### config.mk
export PLATFORM = sky130hd
export DESIGN_NAME = irq_enable_level_regs
export DESIGN_NICKNAME = d
export VERILOG_FILES = /design/src/hdl/irq_regs_pkg.sv /design/src/hdl/irq_enable_level_regs.sv /design/src/hdl/level_gate.sv
export SDC_FILE = /design/constraint.sdc
export NUM_CORES = 1
export LEC_CHECK = 0
export ABC_AREA = 0
export BUFFER_PORTS_ARGS = -buffer_cell sky130_fd_sc_hd__buf_2
export CAP_MARGIN = 20
export CORE_MARGIN = 2
export CORE_UTILIZATION = 44
export CTS_CLUSTER_SIZE = 12
export DETAILED_ROUTE_END_ITERATION = 16
export PLACE_DENSITY = 0.71
export SLEW_MARGIN = 20
export SYNTH_ARGS = -nofsm -noshare
export SYNTH_HDL_FRONTEND = slang
export SYNTH_HIERARCHICAL = 1
export SYNTH_SLANG_ARGS = --single-unit
### constraint.sdc
create_clock -name mclk_in -period 12.51 [get_ports mclk_in]
set_input_delay 0 -clock mclk_in [delete_from_list [all_inputs] [get_ports mclk_in]]
set_output_delay 0 -clock mclk_in [all_outputs]
set_load 0.03 [all_outputs]
### src/hdl/irq_regs_pkg.sv
// package: register map, field layouts and reset values for the interrupt enable/level block
package irq_regs_pkg;

  localparam int ADDR_W = 5;
  localparam int DATA_W = 16;

  // ----------------------------------------------------------------
  // register offsets (word indices)
  // ----------------------------------------------------------------
  localparam logic [4:0] OFF_EN2    = 5'h00;
  localparam logic [4:0] OFF_EN3    = 5'h01;
  localparam logic [4:0] OFF_EN4    = 5'h02;
  localparam logic [4:0] OFF_EN5    = 5'h03;
  localparam logic [4:0] OFF_EN6    = 5'h04;
  localparam logic [4:0] OFF_EN7    = 5'h05;
  localparam logic [4:0] OFF_LVL0   = 5'h06;
  localparam logic [4:0] OFF_LVL1   = 5'h07;
  localparam logic [4:0] OFF_FLAG   = 5'h08;
  localparam logic [4:0] OFF_FLAGHI = 5'h09;
  localparam logic [4:0] OFF_STAT   = 5'h0A;
  localparam logic [4:0] OFF_MASK   = 5'h0B;
  localparam logic [4:0] OFF_VARIANT = 5'h0C;

  // ----------------------------------------------------------------
  // writable bit masks of each enable word and of the level words
  // ----------------------------------------------------------------
  localparam logic [15:0] MASK_EN2 = 16'h007F;
  localparam logic [15:0] MASK_EN3 = 16'h0666;
  localparam logic [15:0] MASK_EN4 = 16'h0A46;
  localparam logic [15:0] MASK_EN5 = 16'hE000;
  localparam logic [15:0] MASK_EN6 = 16'hC38F;
  localparam logic [15:0] MASK_EN7 = 16'h003F;
  localparam logic [15:0] MASK_LVL = 16'h7777;

  // can bits that die on variants without the can controller
  localparam logic [15:0] CAN_EN2  = 16'h000C;
  localparam logic [15:0] CAN_EN4  = 16'h0040;

  // ----------------------------------------------------------------
  // reset values
  // ----------------------------------------------------------------
  localparam logic [15:0] RST_EN   = 16'h0000;
  localparam logic [15:0] RST_LVL  = 16'h4444;
  localparam logic [2:0]  LVL_OFF  = 3'h0;

  // ----------------------------------------------------------------
  // source bookkeeping
  // ----------------------------------------------------------------
  localparam int NUM_EN_WORDS = 6;
  localparam int NUM_EN_SRC   = NUM_EN_WORDS * DATA_W;
  localparam int NUM_LVL_SRC  = 8;

  // status event bits
  localparam int EVT_REQ_RISE = 0;
  localparam int EVT_BLOCKED  = 1;
  localparam int EVT_W        = 2;

  typedef struct packed {
    logic             wr;
    logic             rd;
    logic [ADDR_W-1:0] addr;
    logic [DATA_W-1:0] wdata;
  } bus_req_t;

  typedef struct packed {
    logic       req;
    logic [2:0] level;
  } lvl_req_t;

endpackage

### src/hdl/irq_enable_level_regs.sv
// file: interrupt enable and priority level registers with request gating
`timescale 1ns/100ps
module irq_enable_level_regs (
  input  wire logic                   mclk_in,
  input  wire logic                   rstn_in,
  input  wire logic                   can_present_in,
  input  wire logic [4:0]             addr_in,
  input  wire logic [15:0]            wdata_in,
  input  wire logic                   wr_in,
  input  wire logic                   rd_in,
  input  wire logic [95:0]            src_flag_in,
  output logic      [15:0]            rdata_out,
  output logic      [95:0]            en_req_out,
  output logic      [7:0]             lvl_req_out,
  output logic      [23:0]            lvl_out,
  output logic                        irq_out
);

  // ----------------------------------------------------------------
  // reset and input synchronisers
  // ----------------------------------------------------------------
  logic        rst_meta_r;
  logic        rst_sync_r;
  logic        can_meta_r;
  logic        can_sync_r;
  logic [95:0] flag_meta_r;
  logic [95:0] flag_sync_r;

  always_ff @(posedge mclk_in or negedge rstn_in) begin
    if (!rstn_in) begin
      rst_meta_r <= 1'b0;
      rst_sync_r <= 1'b0;
    end else begin
      rst_meta_r <= 1'b1;
      rst_sync_r <= rst_meta_r;
    end
  end

  always_ff @(posedge mclk_in or negedge rst_sync_r) begin
    if (!rst_sync_r) begin
      can_meta_r  <= 1'b0;
      can_sync_r  <= 1'b0;
      flag_meta_r <= '0;
      flag_sync_r <= '0;
    end else begin
      can_meta_r  <= can_present_in;
      can_sync_r  <= can_meta_r;
      flag_meta_r <= src_flag_in;
      flag_sync_r <= flag_meta_r;
    end
  end

  // ----------------------------------------------------------------
  // bus request carrier
  // ----------------------------------------------------------------
  irq_regs_pkg::bus_req_t bus;

  always_comb begin
    bus.wr    = wr_in;
    bus.rd    = rd_in;
    bus.addr  = addr_in;
    bus.wdata = wdata_in;
  end

  // ----------------------------------------------------------------
  // enable words
  // ----------------------------------------------------------------
  logic [15:0] en_r [irq_regs_pkg::NUM_EN_WORDS];
  logic [15:0] en_mask [irq_regs_pkg::NUM_EN_WORDS];
  logic [4:0]  en_off  [irq_regs_pkg::NUM_EN_WORDS];

  always_comb begin
    en_mask[0] = irq_regs_pkg::MASK_EN2;
    en_mask[1] = irq_regs_pkg::MASK_EN3;
    en_mask[2] = irq_regs_pkg::MASK_EN4;
    en_mask[3] = irq_regs_pkg::MASK_EN5;
    en_mask[4] = irq_regs_pkg::MASK_EN6;
    en_mask[5] = irq_regs_pkg::MASK_EN7;
    en_off[0]  = irq_regs_pkg::OFF_EN2;
    en_off[1]  = irq_regs_pkg::OFF_EN3;
    en_off[2]  = irq_regs_pkg::OFF_EN4;
    en_off[3]  = irq_regs_pkg::OFF_EN5;
    en_off[4]  = irq_regs_pkg::OFF_EN6;
    en_off[5]  = irq_regs_pkg::OFF_EN7;
  end

  genvar gw;
  generate
    for (gw = 0; gw < irq_regs_pkg::NUM_EN_WORDS; gw++) begin : g_en
      always_ff @(posedge mclk_in or negedge rst_sync_r) begin
        if (!rst_sync_r) begin
          en_r[gw] <= irq_regs_pkg::RST_EN;
        end else if (bus.wr && bus.addr == en_off[gw]) begin
          en_r[gw] <= bus.wdata & en_mask[gw];
        end
      end
    end
  endgenerate

  // named views of the enable bits the block cares about most
  logic i2c_a_master_evt_en;
  logic i2c_a_slave_evt_en;
  logic can_event_en;
  logic can_rx_data_en;
  logic can_tx_data_en;

  always_comb begin
    i2c_a_master_evt_en = en_r[0][1];
    i2c_a_slave_evt_en  = en_r[0][0];
    can_event_en        = en_r[0][3];
    can_rx_data_en      = en_r[0][2];
    can_tx_data_en      = en_r[2][6];
  end

  // effective enables: can bits forced off on variants without can
  logic [15:0] en_eff [irq_regs_pkg::NUM_EN_WORDS];

  always_comb begin
    for (int i = 0; i < irq_regs_pkg::NUM_EN_WORDS; i++) begin
      en_eff[i] = en_r[i];
    end
    if (!can_sync_r) begin
      en_eff[0] = en_r[0] & ~irq_regs_pkg::CAN_EN2;
      en_eff[2] = en_r[2] & ~irq_regs_pkg::CAN_EN4;
    end
  end

  // ----------------------------------------------------------------
  // level words
  // ----------------------------------------------------------------
  logic [15:0] lvl0_r;
  logic [15:0] lvl1_r;

  always_ff @(posedge mclk_in or negedge rst_sync_r) begin
    if (!rst_sync_r) begin
      lvl0_r <= irq_regs_pkg::RST_LVL;
      lvl1_r <= irq_regs_pkg::RST_LVL;
    end else if (bus.wr && bus.addr == irq_regs_pkg::OFF_LVL0) begin
      lvl0_r <= bus.wdata & irq_regs_pkg::MASK_LVL;
    end else if (bus.wr && bus.addr == irq_regs_pkg::OFF_LVL1) begin
      lvl1_r <= bus.wdata & irq_regs_pkg::MASK_LVL;
    end
  end

  // ----------------------------------------------------------------
  // request forming
  // ----------------------------------------------------------------
  logic [95:0] en_req_nxt;

  genvar gs;
  generate
    for (gs = 0; gs < irq_regs_pkg::NUM_EN_SRC; gs++) begin : g_src
      assign en_req_nxt[gs] = flag_sync_r[gs] & en_eff[gs / 16][gs % 16];
    end
  endgenerate

  // level sources: bit 0..3 from level word 0, 4..7 from word 1, field k at 4*(k%4)
  irq_regs_pkg::lvl_req_t lreq [irq_regs_pkg::NUM_LVL_SRC];
  logic [7:0]             lvl_en;

  // level sources borrow flag bits 80..87 (enable 7 region); their enable is tied high
  genvar gl;
  generate
    for (gl = 0; gl < irq_regs_pkg::NUM_LVL_SRC; gl++) begin : g_lvl
      assign lvl_en[gl] = 1'b1;
      level_gate u_gate (
        .flag_in  (flag_sync_r[80 + gl]),
        .en_in    (lvl_en[gl]),
        .level_in (gl < 4 ? lvl0_r[4*(gl%4) +: 3] : lvl1_r[4*(gl%4) +: 3]),
        .req_out  (lreq[gl])
      );
    end
  endgenerate

  logic [7:0]  lvl_req_nxt;
  logic [23:0] lvl_nxt;

  always_comb begin
    for (int i = 0; i < irq_regs_pkg::NUM_LVL_SRC; i++) begin
      lvl_req_nxt[i]     = lreq[i].req;
      lvl_nxt[3*i +: 3]  = lreq[i].level;
    end
  end

  always_ff @(posedge mclk_in or negedge rst_sync_r) begin
    if (!rst_sync_r) begin
      en_req_out  <= '0;
      lvl_req_out <= '0;
      lvl_out     <= '0;
    end else begin
      en_req_out  <= en_req_nxt;
      lvl_req_out <= lvl_req_nxt;
      lvl_out     <= lvl_nxt;
    end
  end

  // ----------------------------------------------------------------
  // event status, mask and interrupt
  // ----------------------------------------------------------------
  logic [1:0]  stat_r;
  logic [1:0]  mask_r;
  logic        any_req_r;
  logic        any_req;
  logic        blocked;
  logic [1:0]  evt;

  always_comb begin
    any_req = |en_req_nxt;
    blocked = |(flag_sync_r & ~en_req_nxt);
    evt     = '0;
    evt[irq_regs_pkg::EVT_REQ_RISE] = any_req & ~any_req_r;
    evt[irq_regs_pkg::EVT_BLOCKED]  = blocked;
  end

  always_ff @(posedge mclk_in or negedge rst_sync_r) begin
    if (!rst_sync_r) begin
      any_req_r <= 1'b0;
      stat_r    <= '0;
      mask_r    <= '0;
    end else begin
      any_req_r <= any_req;
      // set wins over a write-one clear in the same cycle
      if (bus.wr && bus.addr == irq_regs_pkg::OFF_STAT) begin
        stat_r <= (stat_r & ~bus.wdata[1:0]) | evt;
      end else begin
        stat_r <= stat_r | evt;
      end
      if (bus.wr && bus.addr == irq_regs_pkg::OFF_MASK) begin
        mask_r <= bus.wdata[1:0];
      end
    end
  end

  always_ff @(posedge mclk_in or negedge rst_sync_r) begin
    if (!rst_sync_r) begin
      irq_out <= 1'b0;
    end else begin
      irq_out <= |(stat_r & mask_r);
    end
  end

  // ----------------------------------------------------------------
  // read back
  // ----------------------------------------------------------------
  logic [15:0] rdata_nxt;

  always_comb begin
    rdata_nxt = '0;
    if (bus.addr == irq_regs_pkg::OFF_EN2) begin
      rdata_nxt = en_r[0];
    end else if (bus.addr == irq_regs_pkg::OFF_EN3) begin
      rdata_nxt = en_r[1];
    end else if (bus.addr == irq_regs_pkg::OFF_EN4) begin
      rdata_nxt = en_r[2];
    end else if (bus.addr == irq_regs_pkg::OFF_EN5) begin
      rdata_nxt = en_r[3];
    end else if (bus.addr == irq_regs_pkg::OFF_EN6) begin
      rdata_nxt = en_r[4];
    end else if (bus.addr == irq_regs_pkg::OFF_EN7) begin
      rdata_nxt = en_r[5];
    end else if (bus.addr == irq_regs_pkg::OFF_LVL0) begin
      rdata_nxt = lvl0_r;
    end else if (bus.addr == irq_regs_pkg::OFF_LVL1) begin
      rdata_nxt = lvl1_r;
    end else if (bus.addr == irq_regs_pkg::OFF_FLAG) begin
      rdata_nxt = flag_sync_r[15:0];
    end else if (bus.addr == irq_regs_pkg::OFF_FLAGHI) begin
      rdata_nxt = flag_sync_r[95:80];
    end else if (bus.addr == irq_regs_pkg::OFF_STAT) begin
      rdata_nxt = {14'h0000, stat_r};
    end else if (bus.addr == irq_regs_pkg::OFF_MASK) begin
      rdata_nxt = {14'h0000, mask_r};
    end else if (bus.addr == irq_regs_pkg::OFF_VARIANT) begin
      rdata_nxt = {15'h0000, can_sync_r};
    end
  end

  always_ff @(posedge mclk_in or negedge rst_sync_r) begin
    if (!rst_sync_r) begin
      rdata_out <= '0;
    end else if (bus.rd) begin
      rdata_out <= rdata_nxt;
    end else begin
      rdata_out <= '0;
    end
  end

  // unused named views of the raw enable bits, taken before the can gating, kept for debug
  logic can_any_en;
  assign can_any_en = can_event_en | can_rx_data_en | can_tx_data_en |
                      i2c_a_master_evt_en | i2c_a_slave_evt_en;

endmodule

### src/hdl/level_gate.sv
// file: one source's priority gate, level field plus flag plus enable
`timescale 1ns/100ps
module level_gate (
  input  wire logic       flag_in,
  input  wire logic       en_in,
  input  wire logic [2:0] level_in,
  output irq_regs_pkg::lvl_req_t req_out
);

  // --------------------------------------------------------------
  // gating
  // --------------------------------------------------------------
  always_comb begin
    // level zero kills the source whatever the enable holds
    req_out.req   = flag_in && en_in && (level_in != irq_regs_pkg::LVL_OFF);
    req_out.level = req_out.req ? level_in : irq_regs_pkg::LVL_OFF;
  end

endmodule

Word-level counts from Yosys, hierarchy flattened. Cells that the tools add are included.

Register bits: 366. Input port bits: 122. Output and inout port bits: 145. Logic and storage cells: 156.

Eq/ne operators: 12. Mux-type cells: 25. Bitwise logic cells: 66. Reductions and logical operators: 31.

Operators with widths (count): $mux 16 (11); $and 96x96->96 (1); $not 86->96 (1); $reduce_or 96->1 (1); $reduce_or 56->1 (1); $and 1x1->1 (41); $eq 5x4->1 const B (5); $mux 3 (8); $reduce_bool 3->1 (8); $eq 5x3->1 const B (4); $logic_and 1x1->1 (18); $and 1x1->1 const B (16); $eq 5x2->1 const B (2); $mux 7 (1); $mux 2 (3); $eq 5x1->1 const B (1); $logic_not 5->1 (1); $and 2x2->2 (2); $mux 4 (1); $or 2x2->2 (2); $not 1->1 (2); $not 2->2 (1); $reduce_and 2->1 (1); $reduce_or 2->1 (1); $mux 1 (1).

Logic depth before layout (Yosys ltp). Gate-level depths: netlist (run 1).

Word-level depth: 15. Depth in mapped cells: 8. Depth with buffers taken out: 5.

Hierarchy. The synthesis (run 1) kept the hierarchy.

By module, submodules not included: irq_enable_level_regs (times used 1, cells each 806, area each 11950.2 um^2, sequential area each 8668.3 um^2); level_gate (times used 8, cells each 4, area each 30.0 um^2, sequential area each 0.0 um^2).

Least setup slack after synthesis (run 1). OpenSTA, ideal clock, no wires.

Kind: register -> register. Start point: register flag_sync_r[81]. End point: register stat_r[0]. Arrival time: 1.471 ns. Slack: 10.917 ns. Cell stages (with the launch flop): 6. Buffers on the path: 0. Path through: dfrtp_1 and2_1 or4_1 nor3_1 nor3b_2 o21ai_1.

Longest elaborated chain between the ends: 5. Elaborated cells on any way between the ends: 6.

RTL lines: from (decl) (RTL line irq_enable_level_regs.sv:27) `logic [95:0] flag_sync_r;`; from (signal assigned) (RTL line irq_enable_level_regs.sv:49) `flag_sync_r <= flag_meta_r;`; $and 1x1->1 (*) (RTL line irq_enable_level_regs.sv:153) `assign en_req_nxt[gs] = flag_sync_r[gs] & en_eff[gs / 16][gs % 16];`; net en_req_nxt[81] (RTL line irq_enable_level_regs.sv:148) `logic [95:0] en_req_nxt;`; $reduce_or 56->1 (*) (RTL line irq_enable_level_regs.sv:208) `any_req = |en_req_nxt;`; $and 1x1->1 (*) (RTL line irq_enable_level_regs.sv:211) `evt[irq_regs_pkg::EVT_REQ_RISE] = any_req & ~any_req_r;`; $or 2x2->2 (on tied branches) (RTL line irq_enable_level_regs.sv:226, irq_enable_level_regs.sv:224); $mux 2 (*) (RTL line irq_enable_level_regs.sv:223) `if (bus.wr && bus.addr == irq_regs_pkg::OFF_STAT) begin`; to (signal assigned) (RTL line irq_enable_level_regs.sv:224) `stat_r <= (stat_r & ~bus.wdata[1:0]) | evt;`; to (signal assigned) (RTL line irq_enable_level_regs.sv:226) `stat_r <= stat_r | evt;`; to (decl) (RTL line irq_enable_level_regs.sv:200) `logic [1:0] stat_r;`.

The timed path passes the listed nets; every way through them passes the cells marked *. A chain may end at the register's enable or synchronous reset.

==> results of run 1 <==
## cell usage after synthesis (12+ instances only)
cell,number
dfrtp_1,338
and2_1,36
mux2_2,54
nor2_1,20
nor4_1,20
and3_1,21
a21oi_1,21
buf_4,64
nand2_1,30
inv_1,38
o21ai_0,22
o22ai_1,12
## power by group
group	leakage, nW	switching (W)	internal [W]
sequential	4.23	0.0000804	0.00122
clock	0.548	0.000423	0.000596
combinational	2.96	0.000182	0.000125
total	7.74	0.000686	0.00194
## sequential cells by signal, indices dropped and copies added, names as in the netlist
signal	cells
can_event_en	1
lvl0_r	12
can_sync_r	1
any_req_r	1
lvl_out	24
mask_r	2
rdata_out	16
irq_out	1
rst_sync_r	1
lvl1_r	12
lvl_req_out	8
flag_sync_r	96
en_req_out	36
en_r	9
rst_meta_r	1
can_rx_data_en	1
flag_meta_r	96
stat_r	2
en_eff	24
can_meta_r	1
can_tx_data_en	1
## logic make-up after synthesis
logic type	Yosys count	share of synthesized area
other	2	0.000616
multiplexers	76	0.0731
AO/OA/AOI/OAI	104	0.0598
buffers and inverters	120	0.0612
AND/OR/NAND/NOR	190	0.0942
flip-flops	346	0.711
## final cells by class
cell class / count / area (µm²) / share of cell area
inverter: 38 / 143 / 0.00903
sequential: 346 / 8670 / 0.549
clock buffer: 54 / 1070 / 0.0678
clock inverter: 7 / 68.8 / 0.00436
timing repair buffer: 328 / 2260 / 0.143
tap: 372 / 465 / 0.0295
multi-input combinational: 463 / 3120 / 0.197
## critical path, stage by stage, from the launching register on
cell	delay (ps)
dfrtp_4	820
buf_4	730
buf_12	690
## layout by cell type, fill, tap and decap left out, types with 11 or more instances in the layout
cell and instances:
dfrtp_1 337, buf_2 206, dlygate4sd3_1 117, conb_1 93, mux2_2 54, inv_1 38
clkbuf_16 38, and2_1 36, nand2_1 30, o21ai_0 22, and3_1 21, a21oi_1 21
nor4_1 20, nor2_1 20, o22ai_1 12, mux2i_1 11
## routing by layer
| metal | up-vias | global-route usage | part of all wire | wire (µm) |
|---|---|---|---|---|
| li1 | 3505 | - | - | - |
| met1 | 3869 | 0.302 | 0.42 | 13300 |
| met2 | 320 | 0.362 | 0.49 | 15500 |
| met3 | 58 | 0.0395 | 0.062 | 1970 |
| met4 | 0 | 0.0643 | 0.024 | 761 |
| met5 | - | 0 | 0 | 0 |
## repair_timing
item | CTS | global route
endpoints found under the hold margin | 174 | 0
hold buffers | 117 | 0
resized for setup | 0 | 0
## worst min-delay path by stage
stage	start	to	slack, ps	cells past startpoint
6_report	wr_in	en_eff[46]	20	3
5_1_grt	wr_in	en_eff[46]	30	3
4_1_cts	wr_in	en_eff[47]	1	3
3_5_place_dp	rstn_in	rst_meta_r	-210	1
3_3_place_gp	rstn_in	rst_meta_r	-210	1
2_1_floorplan	rstn_in	rst_meta_r	-300	0
## metrics by stage
step	std cells	power, W	setup WS [ps]	utilization	cell area [µm²]
after floorplan	929	0.00149	2170	-	12500
after global placement	1429	0.00159	10120	0.497	13500
after detailed placement	1430	0.00159	10050	0.498	13500
after CTS	1608	0.00265	10040	0.583	15800
after global routing	1608	0.00274	9680	0.583	15800
final	1608	0.00263	10130	0.583	15800
==> load_flow_metrics.sql, run 1 <==
INSERT INTO impl_metrics (metric_group, metric, value, unit) VALUES
('run_status', 'result_of_the_run', 'completed', ''),
('min_path', 'min-delay-path-class', 'input pin to flip-flop', ''),
('logic_synthesis', 'post_synth_inst_count', '838', ''),
('global_routing', 'grt_use_total', '0.220', ''),
('setup_path', 'r2r_start', 'rst_sync_r', ''),
('logic_synthesis', 'yosys.area.top_type', 'dfrtp_1', ''),
('detailed_routing', 'route.detailed.drc', '0', ''),
('timing', 'achievable-frequency', '0.420', 'GHz'),
('timing', 'final.min_clock_period', '2380', 'ps'),
('timing', 'hold-worst-slack', '24.2', 'ps'),
('setup_path', 'rr_worst_depth', '2', ''),
('logic_synthesis', 'ys_async_sr_fraction', '1.00', ''),
('clocking', 'cts.root.buffer_cell', 'clkbuf_16', ''),
('logic_synthesis', 'synth_cell_type_count', '64', ''),
('place', 'detailedPlacementHpwl', '21300', 'µm'),
('timing', 'rsz0062_at_grt', 'false', ''),
('setup_path', 'worst_flop_to_flop_path_endpoint', 'lvl_out[13]', ''),
('global_routing', 'grt_remaining_overflow', '0', ''),
('timing', 'finalMaxSlewViolations', '0', ''),
('setup_path', 'timing.critical_path.arrival', '2910', 'ps'),
('run', 'cap_viol_max_count', '0', ''),
('clocking', 'clock_insertion_delay_worst_skew', '520', 'ps'),
('detailed_routing', 'detail_route.wl_per_cell', '19.6', 'µm'),
('floorplanning', 'io_pins', '267', ''),
('final_layout', 'n_antenna_cell', '0', ''),
('global_routing', 'antenna_found_initial', '0', ''),
('logic_synthesis', 'post_synth_instance_area', '12200', 'µm²'),
('floorplanning', 'fp-row-count', '60', ''),
('floorplanning', 'floorplan.die.height', '170', 'µm'),
('timing', 'worst-slew-pin-transition', '938', 'ps'),
('clocking', 'cts_inserted_buffers', '37', ''),
('floorplanning', 'initial_utilization', '0.450', ''),
('setup_path', 'r2r_slack', '10130', 'ps'),
('global_routing', 'grt_pass1_wl', '47300', 'µm'),
('logic_synthesis', 'synth_top_cell_area_share', '0.694', ''),
('floorplanning', 'die-width', '170', 'µm'),
('place', 'portBuffers', '206', ''),
('logic_synthesis', 'synth_ff_type', 'dfrtp_1', ''),
('logic_synthesis', 'yosysSeqAreaShare', '0.711', ''),
('setup_path', 'end_kind', 'asynchronous set/reset pin', ''),
('logic_synthesis', 'most_area_consuming_cells_after_synthesis', 'dfrtp_1, mux2_2, buf_4', ''),
('setup_path', 'crit_start', 'rst_sync_r', ''),
('setup_path', 'endpoint', 'lvl_out[13]', ''),
('timing', 'post-route-period-util', '0.190', ''),
('detailed_routing', 'antenna_violating_nets_post_route', '0', ''),
('place', 'gp_weighted_congestion', '0.876', ''),
('clocking', 'clock_tree.buffer_depth', '3', ''),
('detailed_routing', 'detail_route.first_pass.iterations', '5', ''),
('global_routing', 'grt_max_degree', '167', ''),
('clocking', 'post-cts-setup-buffer-count', '0', ''),
('clocking', 'clk_transition_reported_paths', '60', 'ps'),
('power_and_ir_drop', 'ir_worst_vdd', '0.124', 'mV'),
('floorplanning', 'core_area', '27100', 'µm²'),
('timing', 'final.setup.tns', '0', 'ps'),
('setup_path', 'critical_path.max_fanout', '166', ''),
('final_layout', 'nets', '1336', ''),
('timing', 'clock_skew', '17.0', 'ps'),
('logic_synthesis', 'yosys_warnings', '6', ''),
('clocking', 'cts_tree', 'built', ''),
('final_layout', 'post_route_cells_drive_above_1_share', '0.290', ''),
('detailed_routing', 'route.vias.total', '7752', ''),
('final_layout', 'area_delta_synth_final', '29.6', '%'),
('clocking', 'htreeDepth', '2', ''),
('detailed_routing', 'detailedRoute.firstIterationViolations', '572', ''),
('timing', 'setup_viol_count_final', '0', ''),
('final_layout', 'fillerInstances', '2124', ''),
('power_and_ir_drop', 'p_per_area', '166', 'nW/µm²'),
('logic_synthesis', 'postSynthAreaPerCell', '14.5', 'µm²'),
('setup_path', 'critical_path_required', '13040', 'ps'),
('clocking', 'clkSinkCount', '346', ''),
('setup_path', 'setup.worst_path.class', 'flip-flop to asynchronous set/reset pin', ''),
('floorplanning', 'die_area', '29100', 'µm²'),
('timing', 'finalHoldViolCount', '0', ''),
('logic_synthesis', 'yosys_register_bits', '346', ''),
('logic_synthesis', 'synth-edff-count', '0', ''),
('detailed_routing', 'routed_via_density', '4.82', ''),
('timing', 'max_slew_margin', '0.359', ''),
('power_and_ir_drop', 'leakagePower', '7.74', 'nW'),
('setup_path', 'critPathLaunchType', 'flip-flop', ''),
('global_routing', 'first_global_vias', '7851', ''),
('detailed_routing', 'routed_wl', '31600', 'µm');
Power figures use the tool's default switching activity.
==> run 2: changes to the inputs <==
- clock period: 12.51 -> 2.28 ns (I/O delays scaled with it)
==> run 2 against run 1 <==
Effect of this change:
- register-to-register slack worse by 9800 ps
- clock-buffer cell count stayed put
- hold slack is essentially flat
- global-route usage up 1.3 points
- final cell count rose by 1.4%
- combinational power grew to 5.6 times the previous value
- fmax grew 25%
- non-clock buffer count rose by 24
- clock power rose to 5.6 times the previous value
- critical path depth up 3
==> load_flow_metrics.sql, run 2 (synthesis results as in run 1) <==
INSERT INTO impl_metrics (metric_group, metric, value, unit) VALUES
('run_status', 'result_of_the_run', 'completed', ''),
('setup_path', 'timing.critical_path.arrival', '2320', 'ps'),
('clocking', 'clock_tree.buffer_depth', '3', ''),
('timing', 'max_slew_margin', '0.580', ''),
('clocking', 'clock_insertion_delay_worst_skew', '530', 'ps'),
('clocking', 'clkSinkCount', '346', ''),
('timing', 'finalMaxSlewViolations', '0', ''),
('floorplanning', 'fp-row-count', '60', ''),
('place', 'portBuffers', '206', ''),
('timing', 'final.min_clock_period', '1910', 'ps'),
('timing', 'post-route-period-util', '0.837', ''),
('detailed_routing', 'routed_wl', '33300', 'µm'),
('timing', 'setup_viol_count_final', '0', ''),
('final_layout', 'fin_cells', '1631', ''),
('timing', 'finalHoldViolCount', '0', ''),
('detailed_routing', 'routed-wl-met2', '16500', 'µm'),
('timing', 'rsz0062_at_grt', 'false', ''),
('run', 'cap_viol_max_count', '0', ''),
('setup_path', 'critical_path.max_fanout', '2', ''),
('floorplanning', 'floorplan.die.height', '170', 'µm'),
('final_layout', 'layout.cells.most_common', 'dfrtp_1', ''),
('detailed_routing', 'wl_met3', '2000', 'µm'),
('power_and_ir_drop', 'ir_worst_vdd', '0.818', 'mV'),
('floorplanning', 'die-width', '170', 'µm'),
('timing', 'clock_skew', '14.9', 'ps'),
('global_routing', 'antenna_found_initial', '0', ''),
('floorplanning', 'core_area', '27100', 'µm²'),
('place', 'placed_cells', '1454', ''),
('clocking', 'cts.root.buffer_cell', 'clkbuf_16', ''),
('power_and_ir_drop', 'leakagePower', '7.88', 'nW'),
('detailed_routing', 'detail_route.wirelength.met1', '13900', 'µm'),
('clocking', 'post-cts-setup-buffer-count', '0', ''),
('clocking', 'post_cts_resize_count', '0', ''),
('global_routing', 'grt_remaining_overflow', '0', ''),
('detailed_routing', 'detailedRoute.firstIterationViolations', '691', ''),
('setup_path', 'critPathLaunchType', 'flip-flop', ''),
('floorplanning', 'initial_utilization', '0.450', ''),
('setup_path', 'end_kind', 'flip-flop', ''),
('timing', 'hold-worst-slack', '24.0', 'ps'),
('final_layout', 'final_cell_mix', 'dfrtp_1, buf_2, dlygate4sd3_1', ''),
('detailed_routing', 'antenna_violating_nets_post_route', '0', ''),
('floorplanning', 'io_pins', '267', ''),
('timing', 'worst-slew-pin-transition', '630', 'ps'),
('detailed_routing', 'dr.max_layer_used', 'met4', ''),
('setup_path', 'critical_path_required', '2690', 'ps'),
('detailed_routing', 'routed_via_density', '4.87', ''),
('min_path', 'holdPathStages', '3', ''),
('setup_path', 'setup.worst_path.class', 'flip-flop to flip-flop', ''),
('global_routing', 'grt_pass1_wl', '49600', 'µm'),
('clocking', 'cts_inserted_buffers', '37', ''),
('global_routing', 'grt_max_degree', '73', ''),
('floorplanning', 'die_area', '29100', 'µm²'),
('global_routing', 'grt_use_total', '0.233', ''),
('detailed_routing', 'route.vias.total', '7943', ''),
('detailed_routing', 'detail_route.first_pass.iterations', '7', ''),
('final_layout', 'n_antenna_cell', '0', ''),
('final_layout', 'nets', '1360', ''),
('power_and_ir_drop', 'p_per_area', '910', 'nW/µm²'),
('detailed_routing', 'route.detailed.drc', '0', ''),
('global_routing', 'first_global_vias', '8227', ''),
('timing', 'achievable-frequency', '0.524', 'GHz'),
('place', 'detailedPlacementHpwl', '22300', 'µm'),
('place', 'gp_weighted_congestion', '0.929', ''),
('clocking', 'cts_tree', 'built', ''),
('setup_path', 'rr_worst_depth', '5', ''),
('detailed_routing', 'detail_route.wl_per_cell', '20.4', 'µm'),
('min_path', 'min-delay-path-class', 'input pin to flip-flop', ''),
('clocking', 'htreeDepth', '2', ''),
('clocking', 'clk_transition_reported_paths', '60', 'ps'),
('final_layout', 'reg.largest.list', 'flag_meta_r x96, flag_sync_r x96, en_req_out x36', ''),
('final_layout', 'area_delta_synth_final', '31.5', '%'),
('final_layout', 'post_route_cells_drive_above_1_share', '0.304', '');
-- run 2: area by class of cell --
type	count	area [µm²]
inverter	38	143
multi-input combinational	463	3120
sequential	346	8670
fill	2095	11100
timing repair buffer	352	2470
clock buffer	54	1080
clock inverter	6	83.8
tap	372	465
-- run 2: metrics by stage --
| step | TNS [ps] | cell area, µm² | util | setup slack (ps) | power, W |
|---|---|---|---|---|---|
| final | 0 | 16000 | 0.592 | 371 | 0.0146 |
| after global routing | 0 | 16000 | 0.592 | 229 | 0.0151 |
| after CTS | 0 | 16000 | 0.592 | 334 | 0.0147 |
| after detailed placement | 0 | 13700 | 0.505 | 333 | 0.00879 |
| after global placement | 0 | 13700 | 0.505 | 446 | 0.00877 |
| after floorplan | -384180 | 12500 | - | -1140 | 0.00818 |
-- run 2: timing repair --
item | CTS | global route
hold endpoints to repair | 174 | 0
hold buffers | 117 | 0
endpoints found under the setup margin | 0 | 0
-- run 2: final timing paths --
path / start / endpoint / slack (ps)
max in group asynchronous: rst_sync_r / flag_meta_r[59] / 1210
hold reg to reg: rst_sync_r / flag_meta_r[23] / 250
hold / removal: addr_in[4] / rdata_out[13] / 20
setup / recovery: flag_sync_r[89] / stat_r[1] / 370
setup reg to reg: flag_sync_r[89] / stat_r[1] / 370
min in group asynchronous: rst_sync_r / flag_meta_r[23] / 250
-- run 2: report_power, final --
part           total (W)  switching, W  internal [W]
sequential       0.00713      0.000446       0.00669
combinational    0.00174       0.00102      0.000718
clock            0.00572       0.00232       0.00340
total             0.0146       0.00378        0.0108
-- run 2: worst max-delay path: stages (launching register included) --
cell,delay [ps]
dfrtp_1,390
nor4_1,320
nand4_1,220
nor4_1,310
o2111ai_1,180
a2111o_1,380
-- run 2: per-layer routing --
layer,vias up,global-route usage
met5,-,0
met4,0,0.0769
met3,60,0.0426
met2,357,0.389
met1,3972,0.311
li1,3554,-
